<file path="src/verilog/icrr_pkg.sv">
// Constants and carrier types for the two-wire register read port
package icrr_pkg;

   // ----------------------------------------------------------------
   // Protocol constants
   // ----------------------------------------------------------------
   localparam logic [6:0] SLV_ADDR_BASE = 7'h68;
   localparam logic [2:0] OPC_READ      = 3'h4;
   localparam logic [2:0] NUM_CMD       = 3'h4;
   localparam logic [3:0] BITS_BYTE     = 4'h8;
   localparam logic [1:0] FIRST_TX_IDX  = 2'h3;
   localparam logic [1:0] ALIGN_ZERO    = 2'h0;
   localparam logic [31:0] HELD_RESET   = 32'h0000_0000;

   // ----------------------------------------------------------------
   // Types
   // ----------------------------------------------------------------
   typedef enum logic [2:0] {
      ST_IDLE = 3'h0,
      ST_RX   = 3'h1,
      ST_RACK = 3'h3,
      ST_TX   = 3'h2,
      ST_MACK = 3'h6
   } icrr_state_t;

   typedef struct packed {
      logic       port0;
      logic       rsvd;
      logic [3:0] be;
      logic [1:0] addr_hi;
   } icrr_cmd2_t;

   typedef struct packed {
      logic [4:0]  port;
      logic [3:0]  be;
      logic [11:0] addr;
   } icrr_req_t;

   typedef struct packed {
      logic scl;
      logic sda;
      logic start;
      logic stop;
      logic rise;
      logic fall;
   } icrr_ev_t;

endpackage

</file>
<file path="src/verilog/icrr_pin_sync.sv">
// Pin synchronisers and bus condition detection for the two-wire port
`timescale 1ns/1ps
module icrr_pin_sync import icrr_pkg::*; (
   input  wire logic       clk_i,
   input  wire logic       reset_i,
   input  wire logic       scl_i,
   input  wire logic       sda_i,
   input  wire logic [2:0] strap_i,
   output icrr_ev_t        ev_o,
   output logic [2:0]      strap_o
);

   logic [4:0] meta;
   logic [4:0] stage;
   logic       scl_d;
   logic       sda_d;

   // ----------------------------------------------------------------
   // Two flops per pin, plus a delay flop on SCL and SDA for edge detection; the first stage never feeds logic
   // ----------------------------------------------------------------
   always_ff @(posedge clk_i) begin
      if (reset_i) begin
         meta  <= 5'h03;
         stage <= 5'h03;
         scl_d <= 1'b1;
         sda_d <= 1'b1;
      end else begin
         meta  <= {strap_i, scl_i, sda_i};
         stage <= meta;
         scl_d <= stage[1];
         sda_d <= stage[0];
      end
   end

   assign strap_o     = stage[4:2];
   assign ev_o.scl    = stage[1];
   assign ev_o.sda    = stage[0];
   assign ev_o.start  = stage[1] && scl_d && sda_d && !stage[0];
   assign ev_o.stop   = stage[1] && scl_d && !sda_d && stage[0];
   assign ev_o.rise   = stage[1] && !scl_d;
   assign ev_o.fall   = !stage[1] && scl_d;

endmodule // icrr_pin_sync

</file>
<file path="src/verilog/icrr_top.sv">
// Two-wire slave that takes a read command and returns a 32-bit register
//
// Behaviour
// Answer slave address 68h; D0h opens the write command packet.
// Exactly four command bytes follow, each acknowledged; a fifth is refused.
// Command byte 0 low bits 100b request a register read.
// Command byte 2 bits 5:2 carry the four byte enables.
// Command byte 2 bits 1:0 carry register address bits 11:10.
// Command byte 3 carries register address bits 9:2.
// Repeated start with D1h opens the read data packet.
// Register bytes go out most significant first, byte 0 last.
// Master acks each byte but the last, then sends stop.
// Command byte 1 low nibble and byte 2 bit 7 form port index.
// Register address bits 1:0 are always zero.
// Byte enable bits 2..5 select register byte lanes 0..3.
// Three straps replace the low slave address bits; zero gives 68h.
// Captured value stays stable through the read; foreign traffic ignored.
`timescale 1ns/1ps
module icrr_top import icrr_pkg::*; (
   input  wire logic        clk_i,
   input  wire logic        reset_i,
   input  wire logic        scl_i,
   input  wire logic        sda_i,
   input  wire logic [2:0]  strap_i,
   input  wire logic [31:0] reg_rdata_i,
   input  wire logic        reg_rvalid_i,
   output logic             sda_o,
   output logic             sda_oe_o,
   output logic             reg_req_o,
   output icrr_req_t        req_o
);

   // ----------------------------------------------------------------
   // Helpers
   // ----------------------------------------------------------------
   function automatic logic [31:0] lane_mask(input logic [31:0] d, input logic [3:0] be);
      logic [31:0] m;
      m = 32'h0000_0000;
      for (int i = 0; i < 4; i++) begin
         m[8*i +: 8] = be[i] ? d[8*i +: 8] : 8'h00;
      end
      return m;
   endfunction

   function automatic logic [7:0] pick_byte(input logic [31:0] d, input logic [1:0] idx);
      return d[8*idx +: 8];
   endfunction

   // ----------------------------------------------------------------
   // Declarations
   // ----------------------------------------------------------------
   icrr_ev_t    ev;
   logic [2:0]  strap;
   icrr_state_t st;
   logic [7:0]  sh;
   logic [7:0]  tx_sh;
   logic [3:0]  bitcnt;
   logic        first;
   logic        rd;
   logic        last;
   logic [2:0]  cmd_idx;
   logic [1:0]  tx_idx;
   logic [7:0]  cmd_op;
   logic [7:0]  cmd_port;
   icrr_cmd2_t  cmd2;
   logic [7:0]  cmd_addr;
   logic [31:0] held;
   logic        pend;

   icrr_pin_sync u_sync (
      .clk_i   (clk_i),
      .reset_i (reset_i),
      .scl_i   (scl_i),
      .sda_i   (sda_i),
      .strap_i (strap_i),
      .ev_o    (ev),
      .strap_o (strap)
   );

   // ----------------------------------------------------------------
   // Decode
   // ----------------------------------------------------------------
   wire logic [6:0] own_addr = {SLV_ADDR_BASE[6:3], strap};
   wire logic       byte_end = (st == ST_RX) && ev.fall && (bitcnt == BITS_BYTE);
   wire logic       addr_hit = first && (sh[7:1] == own_addr);
   wire logic       cmd_ok   = !first && (cmd_idx < NUM_CMD);
   wire logic       give_ack = first ? addr_hit : cmd_ok;
   wire logic       go_read  = byte_end && addr_hit && sh[0];
   wire logic       cmd_done = byte_end && !first && (cmd_idx == NUM_CMD - 3'h1);
   wire logic       opc_ok   = (cmd_op[2:0] == OPC_READ);
   wire logic       tx_load  = (st == ST_RACK) && ev.fall && rd;
   wire logic [7:0] tx_byte  = pick_byte(held, tx_idx);
   icrr_req_t       next_req;
   assign next_req.port = {cmd_port[3:0], cmd2.port0};
   assign next_req.be   = cmd2.be;
   assign next_req.addr = {cmd2.addr_hi, sh, ALIGN_ZERO};          // see see

   // ----------------------------------------------------------------
   // Bit and byte sequencing
   // ----------------------------------------------------------------
   always_ff @(posedge clk_i) begin
      if (reset_i) begin
         st       <= ST_IDLE;
         sh       <= 8'h00;
         tx_sh    <= 8'h00;
         bitcnt   <= 4'h0;
         first    <= 1'b0;
         rd       <= 1'b0;
         last     <= 1'b0;
         cmd_idx  <= 3'h0;
         tx_idx   <= FIRST_TX_IDX;
         cmd_op   <= 8'h00;
         cmd_port <= 8'h00;
         cmd2     <= '0;
         cmd_addr <= 8'h00;
         sda_oe_o <= 1'b0;
      end else if (ev.start) begin
         st       <= ST_RX;
         bitcnt   <= 4'h0;
         first    <= 1'b1;
         sda_oe_o <= 1'b0;
      end else if (ev.stop) begin
         st       <= ST_IDLE;
         sda_oe_o <= 1'b0;
      end else begin
         unique case (st)
            ST_IDLE: begin
               sda_oe_o <= 1'b0;
            end
            ST_RX: begin
               if (ev.rise) begin
                  sh     <= {sh[6:0], ev.sda};
                  bitcnt <= bitcnt + 4'h1;
               end
               if (byte_end) begin
                  if (give_ack) begin
                     st       <= ST_RACK;
                     sda_oe_o <= 1'b1;
                     if (first) begin
                        rd      <= sh[0];
                        cmd_idx <= 3'h0;
                        tx_idx  <= FIRST_TX_IDX;
                        last    <= 1'b0;
                     end else begin
                        cmd_idx <= cmd_idx + 3'h1;
                        unique case (cmd_idx[1:0])
                           2'h0: cmd_op   <= sh;
                           2'h1: cmd_port <= sh;
                           2'h2: cmd2     <= sh;
                           2'h3: cmd_addr <= sh;
                        endcase
                     end
                  end else begin
                     // Wrong address or surplus byte: stay off the bus
                     st <= ST_IDLE;
                  end
               end
            end
            ST_RACK: begin
               if (ev.fall) begin
                  first  <= 1'b0;
                  bitcnt <= 4'h0;
                  if (rd) begin
                     st       <= ST_TX;
                     tx_sh    <= tx_byte;
                     sda_oe_o <= !tx_byte[7];
                     bitcnt   <= 4'h1;
                     tx_idx   <= tx_idx - 2'h1;
                     last     <= (tx_idx == 2'h0);
                  end else begin
                     st       <= ST_RX;
                     sda_oe_o <= 1'b0;
                  end
               end
            end
            ST_TX: begin
               if (ev.fall) begin
                  if (bitcnt == BITS_BYTE) begin
                     st       <= ST_MACK;
                     sda_oe_o <= 1'b0;
                  end else begin
                     tx_sh    <= {tx_sh[6:0], 1'b0};
                     sda_oe_o <= !tx_sh[6];
                     bitcnt   <= bitcnt + 4'h1;
                  end
               end
            end
            ST_MACK: begin
               // A not-acknowledge or the fourth byte ends the read
               if (ev.rise) begin
                  st <= (ev.sda || last) ? ST_IDLE : ST_RACK;
               end
            end
            default: begin
               st <= ST_IDLE;
            end
         endcase
      end
   end

   // ----------------------------------------------------------------
   // Register request and capture
   // ----------------------------------------------------------------
   // The word is frozen once the read address is taken, so a late answer
   // from the register space cannot tear a byte already on the wire.
   always_ff @(posedge clk_i) begin
      if (reset_i) begin
         reg_req_o <= 1'b0;
         req_o     <= '0;
         pend      <= 1'b0;
         held      <= HELD_RESET;
         sda_o     <= 1'b0;
      end else begin
         reg_req_o <= cmd_done && opc_ok;
         if (cmd_done && opc_ok) begin
            req_o <= next_req;
         end
         if (cmd_done && opc_ok) begin
            pend <= 1'b1;
         end else if (go_read) begin
            pend <= 1'b0;
         end else if (reg_rvalid_i && pend) begin
            pend <= 1'b0;
            held <= lane_mask(reg_rdata_i, req_o.be);
         end
      end
   end

   // ----------------------------------------------------------------
   // Checks
   // ----------------------------------------------------------------
   property p_addr_ack;
      @(posedge clk_i) disable iff (reset_i)
      (byte_end && addr_hit) |=> (st == ST_RACK) && sda_oe_o;
   endproperty
   a_addr_ack: assert property (p_addr_ack) else $error("own address not acked"); // see

   property p_foreign;
      @(posedge clk_i) disable iff (reset_i)
      (byte_end && first && !addr_hit) |=> (st == ST_IDLE) && !sda_oe_o;
   endproperty
   a_foreign: assert property (p_foreign) else $error("foreign address answered");

   property p_cmd_count;
      @(posedge clk_i) disable iff (reset_i)
      (byte_end && !first) |=> (sda_oe_o == ($past(cmd_idx) < NUM_CMD));
   endproperty
   a_cmd_count: assert property (p_cmd_count) else $error("command byte ack wrong");

   property p_req_opc;
      @(posedge clk_i) disable iff (reset_i)
      reg_req_o |-> (cmd_op[2:0] == OPC_READ) ##1 !reg_req_o;
   endproperty
   a_req_opc: assert property (p_req_opc) else $error("request without read code");

   property p_req_fields;
      @(posedge clk_i) disable iff (reset_i)
      reg_req_o |-> (req_o.port == {cmd_port[3:0], cmd2.port0}) && (req_o.be == cmd2.be)
                    && (req_o.addr[11:2] == {cmd2.addr_hi, cmd_addr});
   endproperty
   a_req_fields: assert property (p_req_fields) else $error("request fields wrong"); // see see see

   property p_align;
      @(posedge clk_i) disable iff (reset_i)
      reg_req_o |-> (req_o.addr[1:0] == ALIGN_ZERO);
   endproperty
   a_align: assert property (p_align) else $error("address not dword aligned");

   property p_mask;
      @(posedge clk_i) disable iff (reset_i)
      (reg_rvalid_i && pend && !go_read && !(cmd_done && opc_ok))
         |=> (held[31:24] == ($past(reg_rdata_i[31:24]) & {8{req_o.be[3]}}))
             && (held[23:16] == ($past(reg_rdata_i[23:16]) & {8{req_o.be[2]}}))
             && (held[15:8] == ($past(reg_rdata_i[15:8]) & {8{req_o.be[1]}}))
             && (held[7:0] == ($past(reg_rdata_i[7:0]) & {8{req_o.be[0]}}));
   endproperty
   a_mask: assert property (p_mask) else $error("byte lanes not masked");

   property p_msb_first;
      @(posedge clk_i) disable iff (reset_i)
      (tx_load && tx_idx == FIRST_TX_IDX) |=> (tx_sh == held[31:24]) && (sda_oe_o == !held[31]);
   endproperty
   a_msb_first: assert property (p_msb_first) else $error("first byte not byte 3");

   property p_stable;
      @(posedge clk_i) disable iff (reset_i)
      (rd && (st == ST_TX || st == ST_MACK)) |=> $stable(held);
   endproperty
   a_stable: assert property (p_stable) else $error("held word changed in read");

endmodule // icrr_top

</file>
<file path="config.mk">
export PLATFORM = sky130hd
export DESIGN_NAME = icrr_top
export DESIGN_NICKNAME = d
export VERILOG_FILES = /design/src/verilog/icrr_pkg.sv /design/src/verilog/icrr_pin_sync.sv /design/src/verilog/icrr_top.sv
export SDC_FILE = /design/constraint.sdc
export NUM_CORES = 1
export LEC_CHECK = 0
export ABC_CLOCK_PERIOD_IN_PS = 1700
export BUFFER_PORTS_ARGS = -buffer_cell sky130_fd_sc_hd__buf_4
export CELL_PAD_IN_SITES_DETAIL_PLACEMENT = 1
export CELL_PAD_IN_SITES_GLOBAL_PLACEMENT = 2
export CORE_ASPECT_RATIO = 1.1
export CORE_MARGIN = 3
export CORE_UTILIZATION = 32
export CTS_CLUSTER_SIZE = 16
export DETAILED_ROUTE_END_ITERATION = 16
export MAX_ROUTING_LAYER = met4
export PLACE_DENSITY = 0.88
export SYNTH_ARGS = -nofsm -noshare
export SYNTH_HDL_FRONTEND = slang
export SYNTH_SLANG_ARGS = --single-unit
</file>
<file path="constraint.sdc">
create_clock -name clk_i -period 1.7 [get_ports clk_i]
set_input_delay 0.17 -clock clk_i [delete_from_list [all_inputs] [get_ports clk_i]]
set_output_delay 0.17 -clock clk_i [all_outputs]
set_load 0.005 [all_outputs]
</file>
# ---- Word level (Yosys, flattened, before mapping)
# Cells that the tools add are included.
dict set report classes {
  addsub 3
  n_lt_le_gt_ge 1
  n_eq_ne 27
  shifts 1
  n_mux 54
  n_bitwise 6
  reduce_logical 51
}
# cell count
set op_table {}
lappend op_table {{8-bit two-way mux} 4}
lappend op_table {{32-bit by 6-bit indexed part select with 8-bit output} 1}
lappend op_table {{7-bit two-way mux} 4}
lappend op_table {{7-bit AND reduction} 4}
lappend op_table {{6-bit AND reduction} 4}
lappend op_table {{1-bit two-way mux} 22}
lappend op_table {{2-bit inequality test (second input constant)} 10}
lappend op_table {{4-bit inequality test (second input constant)} 5}
lappend op_table {{3-bit two-way mux} 6}
lappend op_table {{1-bit logical AND} 17}
lappend op_table {{2-bit two-way mux} 8}
lappend op_table {{4-bit two-way mux} 4}
lappend op_table {{3-bit one-hot mux with 5 select lines} 1}
lappend op_table {{7-bit one-hot mux with 2 select lines} 1}
lappend op_table {{4-bit one-hot mux with 3 select lines} 1}
lappend op_table {{5-bit AND reduction} 2}
lappend op_table {{3-bit by 2-bit == test with 1-bit output (second input constant)} 3}
lappend op_table {{8-bit AND reduction} 1}
lappend op_table {{2-bit nonzero test} 4}
lappend op_table {{7-bit == test} 1}
lappend op_table {{1-bit logical NOT} 7}
lappend op_table {{3-bit == test (second input constant)} 2}
lappend op_table {{1-bit NOT} 6}
lappend op_table {{3-bit AND reduction} 2}
lappend op_table {{other kinds (21)} 23}
dict set report word_totals {
  regBits 110
  in_bits 40
  out_inout_bits 24
  word_cells 169
}

# ---- Logic depth before layout (Yosys ltp)
dict set report depth {
  ltp_word 9
  mapped_depth 9
  mapped_depth_nobuf 7
}

# ---- Modules after synthesis
# Synthesis repeated with hierarchy kept, for this count alone.
dict set report hier_totals {
  cells_unflattened 532
  hier_area_um2 5066.1
}
# mod instances cells_each area_per_inst_um2 seq_area_each_um2
set modules_own_cells {}
lappend modules_own_cells {icrr_top 1 503 4704.5 1961.9}
lappend modules_own_cells {icrr_pin_sync 1 29 361.6 240.2}

# ---- Worst setup path before layout
# Ideal clock, no wire load.
dict set report synth_timing {
  path_kind {reg2reg}
  start {register bitcnt[0]}
  end {register held[24]}
  setup_time_ns 0.135
  arrival_ns 1.663
  t_required_ns 1.565
  slack_ns -0.099
  stages_incl_launch_ff 10
  period_less_slack_ns 1.799
  cell_sequence {dfxtp_1 -> inv_1 -> ha_1 -> and3b_1 -> and3_1 -> buf_4 -> and4_4 -> buf_4 -> o21ai_0 -> a21oi_1}
}
dict set report synth_between {
  elab_chain_len 7
}
# element line_no
set synth_rtl {}
lappend synth_rtl {{start, declared} icrr_top.sv:57} ;# logic [3:0] bitcnt;
lappend synth_rtl {{start signal, assigned} icrr_top.sv:133} ;# bitcnt <= bitcnt + 4'h1;
lappend synth_rtl {{start signal, assigned} icrr_top.sv:184} ;# bitcnt <= bitcnt + 4'h1;
lappend synth_rtl {{4-bit == test *} icrr_top.sv:84} ;# wire logic byte_end = (st == ST_RX) && ev.fall && (bitcnt == BITS_BYTE);
lappend synth_rtl {{1-bit logical AND *} icrr_top.sv:84}
lappend synth_rtl {{1-bit logical AND (2 in series)} icrr_top.sv:89} ;# wire logic cmd_done = byte_end && !first && (cmd_idx == NUM_CMD - 3'h1);
lappend synth_rtl {{1-bit logical AND} icrr_top.sv:218} ;# if (cmd_done && opc_ok) begin
lappend synth_rtl {{1-bit NOT (no source line)} -}
lappend synth_rtl {{3-bit AND reduction (no source line) *} -}
lappend synth_rtl {{end signal, assigned} icrr_top.sv:224} ;# held <= lane_mask(reg_rdata_i, req_o.be);
lappend synth_rtl {{end, declared} icrr_top.sv:67} ;# logic [31:0] held;
# Mark *: on every way between the ends. The rest lies on a longest branch, timed or not.
# A chain may end at the register's enable or synchronous reset.

# ---- Final worst setup path
dict set report layout_timing {
  start {register bitcnt[0]}
  end {register held[23]}
}
# The elaborated chain is that of the path after synthesis.

==> flow_summary.json <==
{
  "slowest_stage": "dfxtp_2",
  "dp_hpwl_um": 10420,
  "gp_congestion": 0.8182,
  "switchingPower_uw": 1119,
  "p_int_uw": 3693,
  "first_global_vias": 4863,
  "grt_overflow": 0,
  "design_area_mm2": 0.006832,
  "hp-class": "primary input to flip-flop",
  "power_frac_clock_pct": 40.4,
  "ys_types": 52,
  "synth-edff-count": 0,
  "drc_errors": 0,
  "peakVddDrop_mv": 0.4235,
  "crit_path_start": "bitcnt[0]",
  "dieArea_mm2": 0.01675,
  "viasPerCell": 5.488,
  "worstSetupPathType": "flip-flop to flip-flop",
  "nets": 694,
  "worst_setup_path_start_kind": "flip-flop",
  "die_w_um": 123.7,
  "power.leakage_uw": 0.002596,
  "grt_usage_pct": 20.37,
  "die_y_um": 135.4,
  "fin_crit_ps": 1880,
  "fin_worst_hold_slack_ps": 40.02,
  "place.port_buffers": 60,
  "cp_max_fo": 8,
  "async_flop_share_pct": 0,
  "cts_made_buffers": 9,
  "switching_share_pct": 23.25,
  "cts_tree": "built",
  "crit_path_end_kind": "flip-flop",
  "power_frac_seq_pct": 54.1,
  "worstPathRequired_ps": 1910,
  "clock_latency_ps": 350,
  "drtIter0Drc": 324,
  "ctsRootBufferMaster": "clkbuf_16",
  "first_pass_iters": 5,
  "r2r_cells": 9,
  "slew_headroom_pct": 59.93,
  "design.core.area_mm2": 0.01468,
  "violations": "negative setup slack",
  "drive_above_1_share_pct": 37.85,
  "rsz0062_at_grt": "yes",
  "regToRegEndpoint": "held[23]",
  "tightestPinTransition_ps": 601.1,
  "synth_warnings": 0,
  "wirelength_um": 17450,
  "postRouteAntennaNets": 0,
  "r2r_slack_ps": -180,
  "cp-endpoint": "held[23]",
  "initial_utilization_pct": 33.21,
  "critPathMaxStageDelay_ps": 330,
  "clk_path_buf_depth": 2,
  "n_antenna_cell": 0,
  "antenna_found_initial": 0,
  "fin_worst_skew_ps": 7.502,
  "fin_crit_sh_pct": 110.6,
  "crit_arrival_ps": 2090,
  "seq_area_frac_synth_pct": 45.19,
  "vias": 4621,
  "max_cap_viol_count": 0,
  "netlist_instances": 548,
  "syn-cell-area_mm2": 0.004873,
  "rows": 46,
  "fmax_mhz": 532.0,
  "grt_max_degree": 52,
  "power_density_mw_per_mm2": 704.3,
  "status": "finished with violations",
  "setup_ws_ps": -179.6,
  "synth_ff_type": "dfxtp_1",
  "final_max_slew_viol_count": 0,
  "clk_pin_slew_ps": 70,
  "ys_seq_elements": 110,
  "h-tree-depth": 3,
  "r2r_start": "bitcnt[0]",
  "crit_chain": "inv_2, ha_4, and3b_2, and3_4, nand4_4, buf_6, buf_16, nand4_1, a21oi_2",
  "finalHoldViolCount": 0,
  "syn_avg_cell_area_um2": 8.893,
  "syn_to_final_growth_pct": 40.18,
  "pwr-share-comb_pct": 5.5,
  "clkSinkCount": 110,
  "setup_viol": 71,
  "grt_pass1_wl_um": 25980,
  "dpl_cell_area_mm2": 0.005777,
  "ios": 64,
  "avgRoutedWirePerCell_um": 20.73
}
Yosys cell counts (7+ instances only):
cell | instances | area [um^2]
a211oi_1 | 9 | 67.56
a21oi_1 | 62 | 310.3
a21oi_2 | 10 | 87.58
buf_2 | 15 | 75.07
buf_4 | 7 | 52.55
clkbuf_1 | 17 | 63.81
dfxtp_1 | 110 | 2202
ha_1 | 8 | 100.1
inv_1 | 10 | 37.54
mux2i_1 | 21 | 210.2
mux4_2 | 8 | 180.2
nand2_1 | 57 | 214.0
nand3_1 | 18 | 90.09
nand4_1 | 38 | 237.7
nor2_1 | 36 | 135.1
nor2b_1 | 11 | 68.82
o21ai_0 | 31 | 155.2
o21ai_1 | 10 | 50.05
or2_2 | 7 | 43.79
metal layers:
layer | part of all wire (%) | vias up | track usage, %
met2 | 51 | 149 | 33.81
met3 | 3.9 | 34 | 3.216
met4 | 2.4 | 0 | 7.323
li1 | - | 2153 | -
met5 | 0 | - | -
met1 | 42 | 2285 | 24.95
logic make-up after synthesis:
logic type / after synthesis / share of synthesized area, %
other cells: 1 / 0.07695
fa+ha+maj: 8 / 2.054
mux: 29 / 8.010
flops: 110 / 45.19
xor+xnor: 6 / 1.078
simple gates: 202 / 21.95
buf+inv: 57 / 5.545
compound gates: 135 / 16.10
stage by stage:
step	total power (uW)	utilization, %	setup WS [ps]	setup TNS (ps)	std cells
5_1_grt	4974	46.55	-302.1	-13930	842
3_3_place_gp	2885	39.36	-38.35	-469.8	803
2_1_floorplan	2766	-	-7.187	-136.4	550
6_report	4811	46.55	-179.6	-7657	842
4_1_cts	4813	43.91	-71.94	-1954	830
3_5_place_dp	2893	39.36	-154.1	-6137	803
cell type report:
class	instances	area, um^2
Clock buffer	11	232.7
Clock inverter	4	25.02
Fill cell	1621	7845
Inverter	10	37.54
Multi-Input combinational cell	383	2770
Sequential cell	110	2207
Tap cell	192	240.2
Timing Repair Buffer	132	1319
what timing repair did:
action / CTS / global route
gates resized for setup: 47 / 58
setup buffers: 5 / 9
pin swaps: 32 / 41
setup endpoints to repair: 74 / 82
hold buffers: 1 / 0
endpoints found under the hold margin: 1 / 0
cloned: 6 / 5
registers in the layout, indices dropped and copies added (netlist names), 3 cells and up:
| register | count |
|---|---|
| u_sync.meta | 5 |
| req_o | 19 |
| held | 32 |
| st | 3 |
| bitcnt | 4 |
| sh | 8 |
| cmd2 | 7 |
| cmd_idx | 3 |
| u_sync.stage | 5 |
| tx_sh | 7 |
| cmd_op | 3 |
| cmd_port | 4 |
power groups by stage:
| stage | combinational, uW | clock [uW] | sequential, uW |
|---|---|---|---|
| CTS | 240 | 1970 | 2600 |
| finish | 264 | 1950 | 2600 |
| detailed placement | 231 | 0 | 2660 |
| global placement | 224 | 0 | 2660 |
| global route | 281 | 2090 | 2600 |
| floorplan | 108 | 0 | 2660 |
layout by cell type, fill, tap and decap left out, types with 3 or more instances in the layout:
cell type  netlist  layout
nand3b_1         5       5
ha_4             0       3
o21ai_0         31       8
o21ai_1         10      14
nand2_2          0       7
nor2_1          36      34
nor2b_1         11       9
xor2_1           5       4
inv_1           10       8
nand2_1         57      49
buf_16           0       4
buf_12           0       7
buf_4            7     103
nand4_1         38      38
or2_2            7       7
conb_1           1       3
clkbuf_16        0      14
o21ai_2          0      19
dfxtp_2          0       4
ha_1             8       5
mux4_2           8       8
dfxtp_1        110     106
o31ai_1          3       3
mux2i_1         21      21
nor3_1           5       4
nand3_4          0       5
a211oi_1         9       8
nand3_2          2       3
nand3_1         18      12
a21oi_2         10      20
nand2b_1         3       3
buf_6            1      10
a21oi_1         62      52
worst max-delay path: cells and delay by family (launching register included):
kind / cells / cell delay (ps)
buffers and inverters: 3 / 420
adders and majority gates: 1 / 120
AOI/OAI and AO/OA: 1 / 80
DFF: 1 / 330
and+or+nand+nor: 4 / 780
how the worst min path moves through the flow:
stage	startpoint	depth (start not counted)	slack (ps)	endpoint
5_1_grt	scl_i	2	40	u_sync.meta[1]
3_3_place_gp	sda_i	2	360	u_sync.meta[0]
4_1_cts	scl_i	2	9	u_sync.meta[1]
3_5_place_dp	sda_i	2	360	u_sync.meta[0]
6_report	scl_i	2	40	u_sync.meta[1]
2_1_floorplan	sda_i	1	270	u_sync.meta[0]
(Power assumes the default switching activity.)
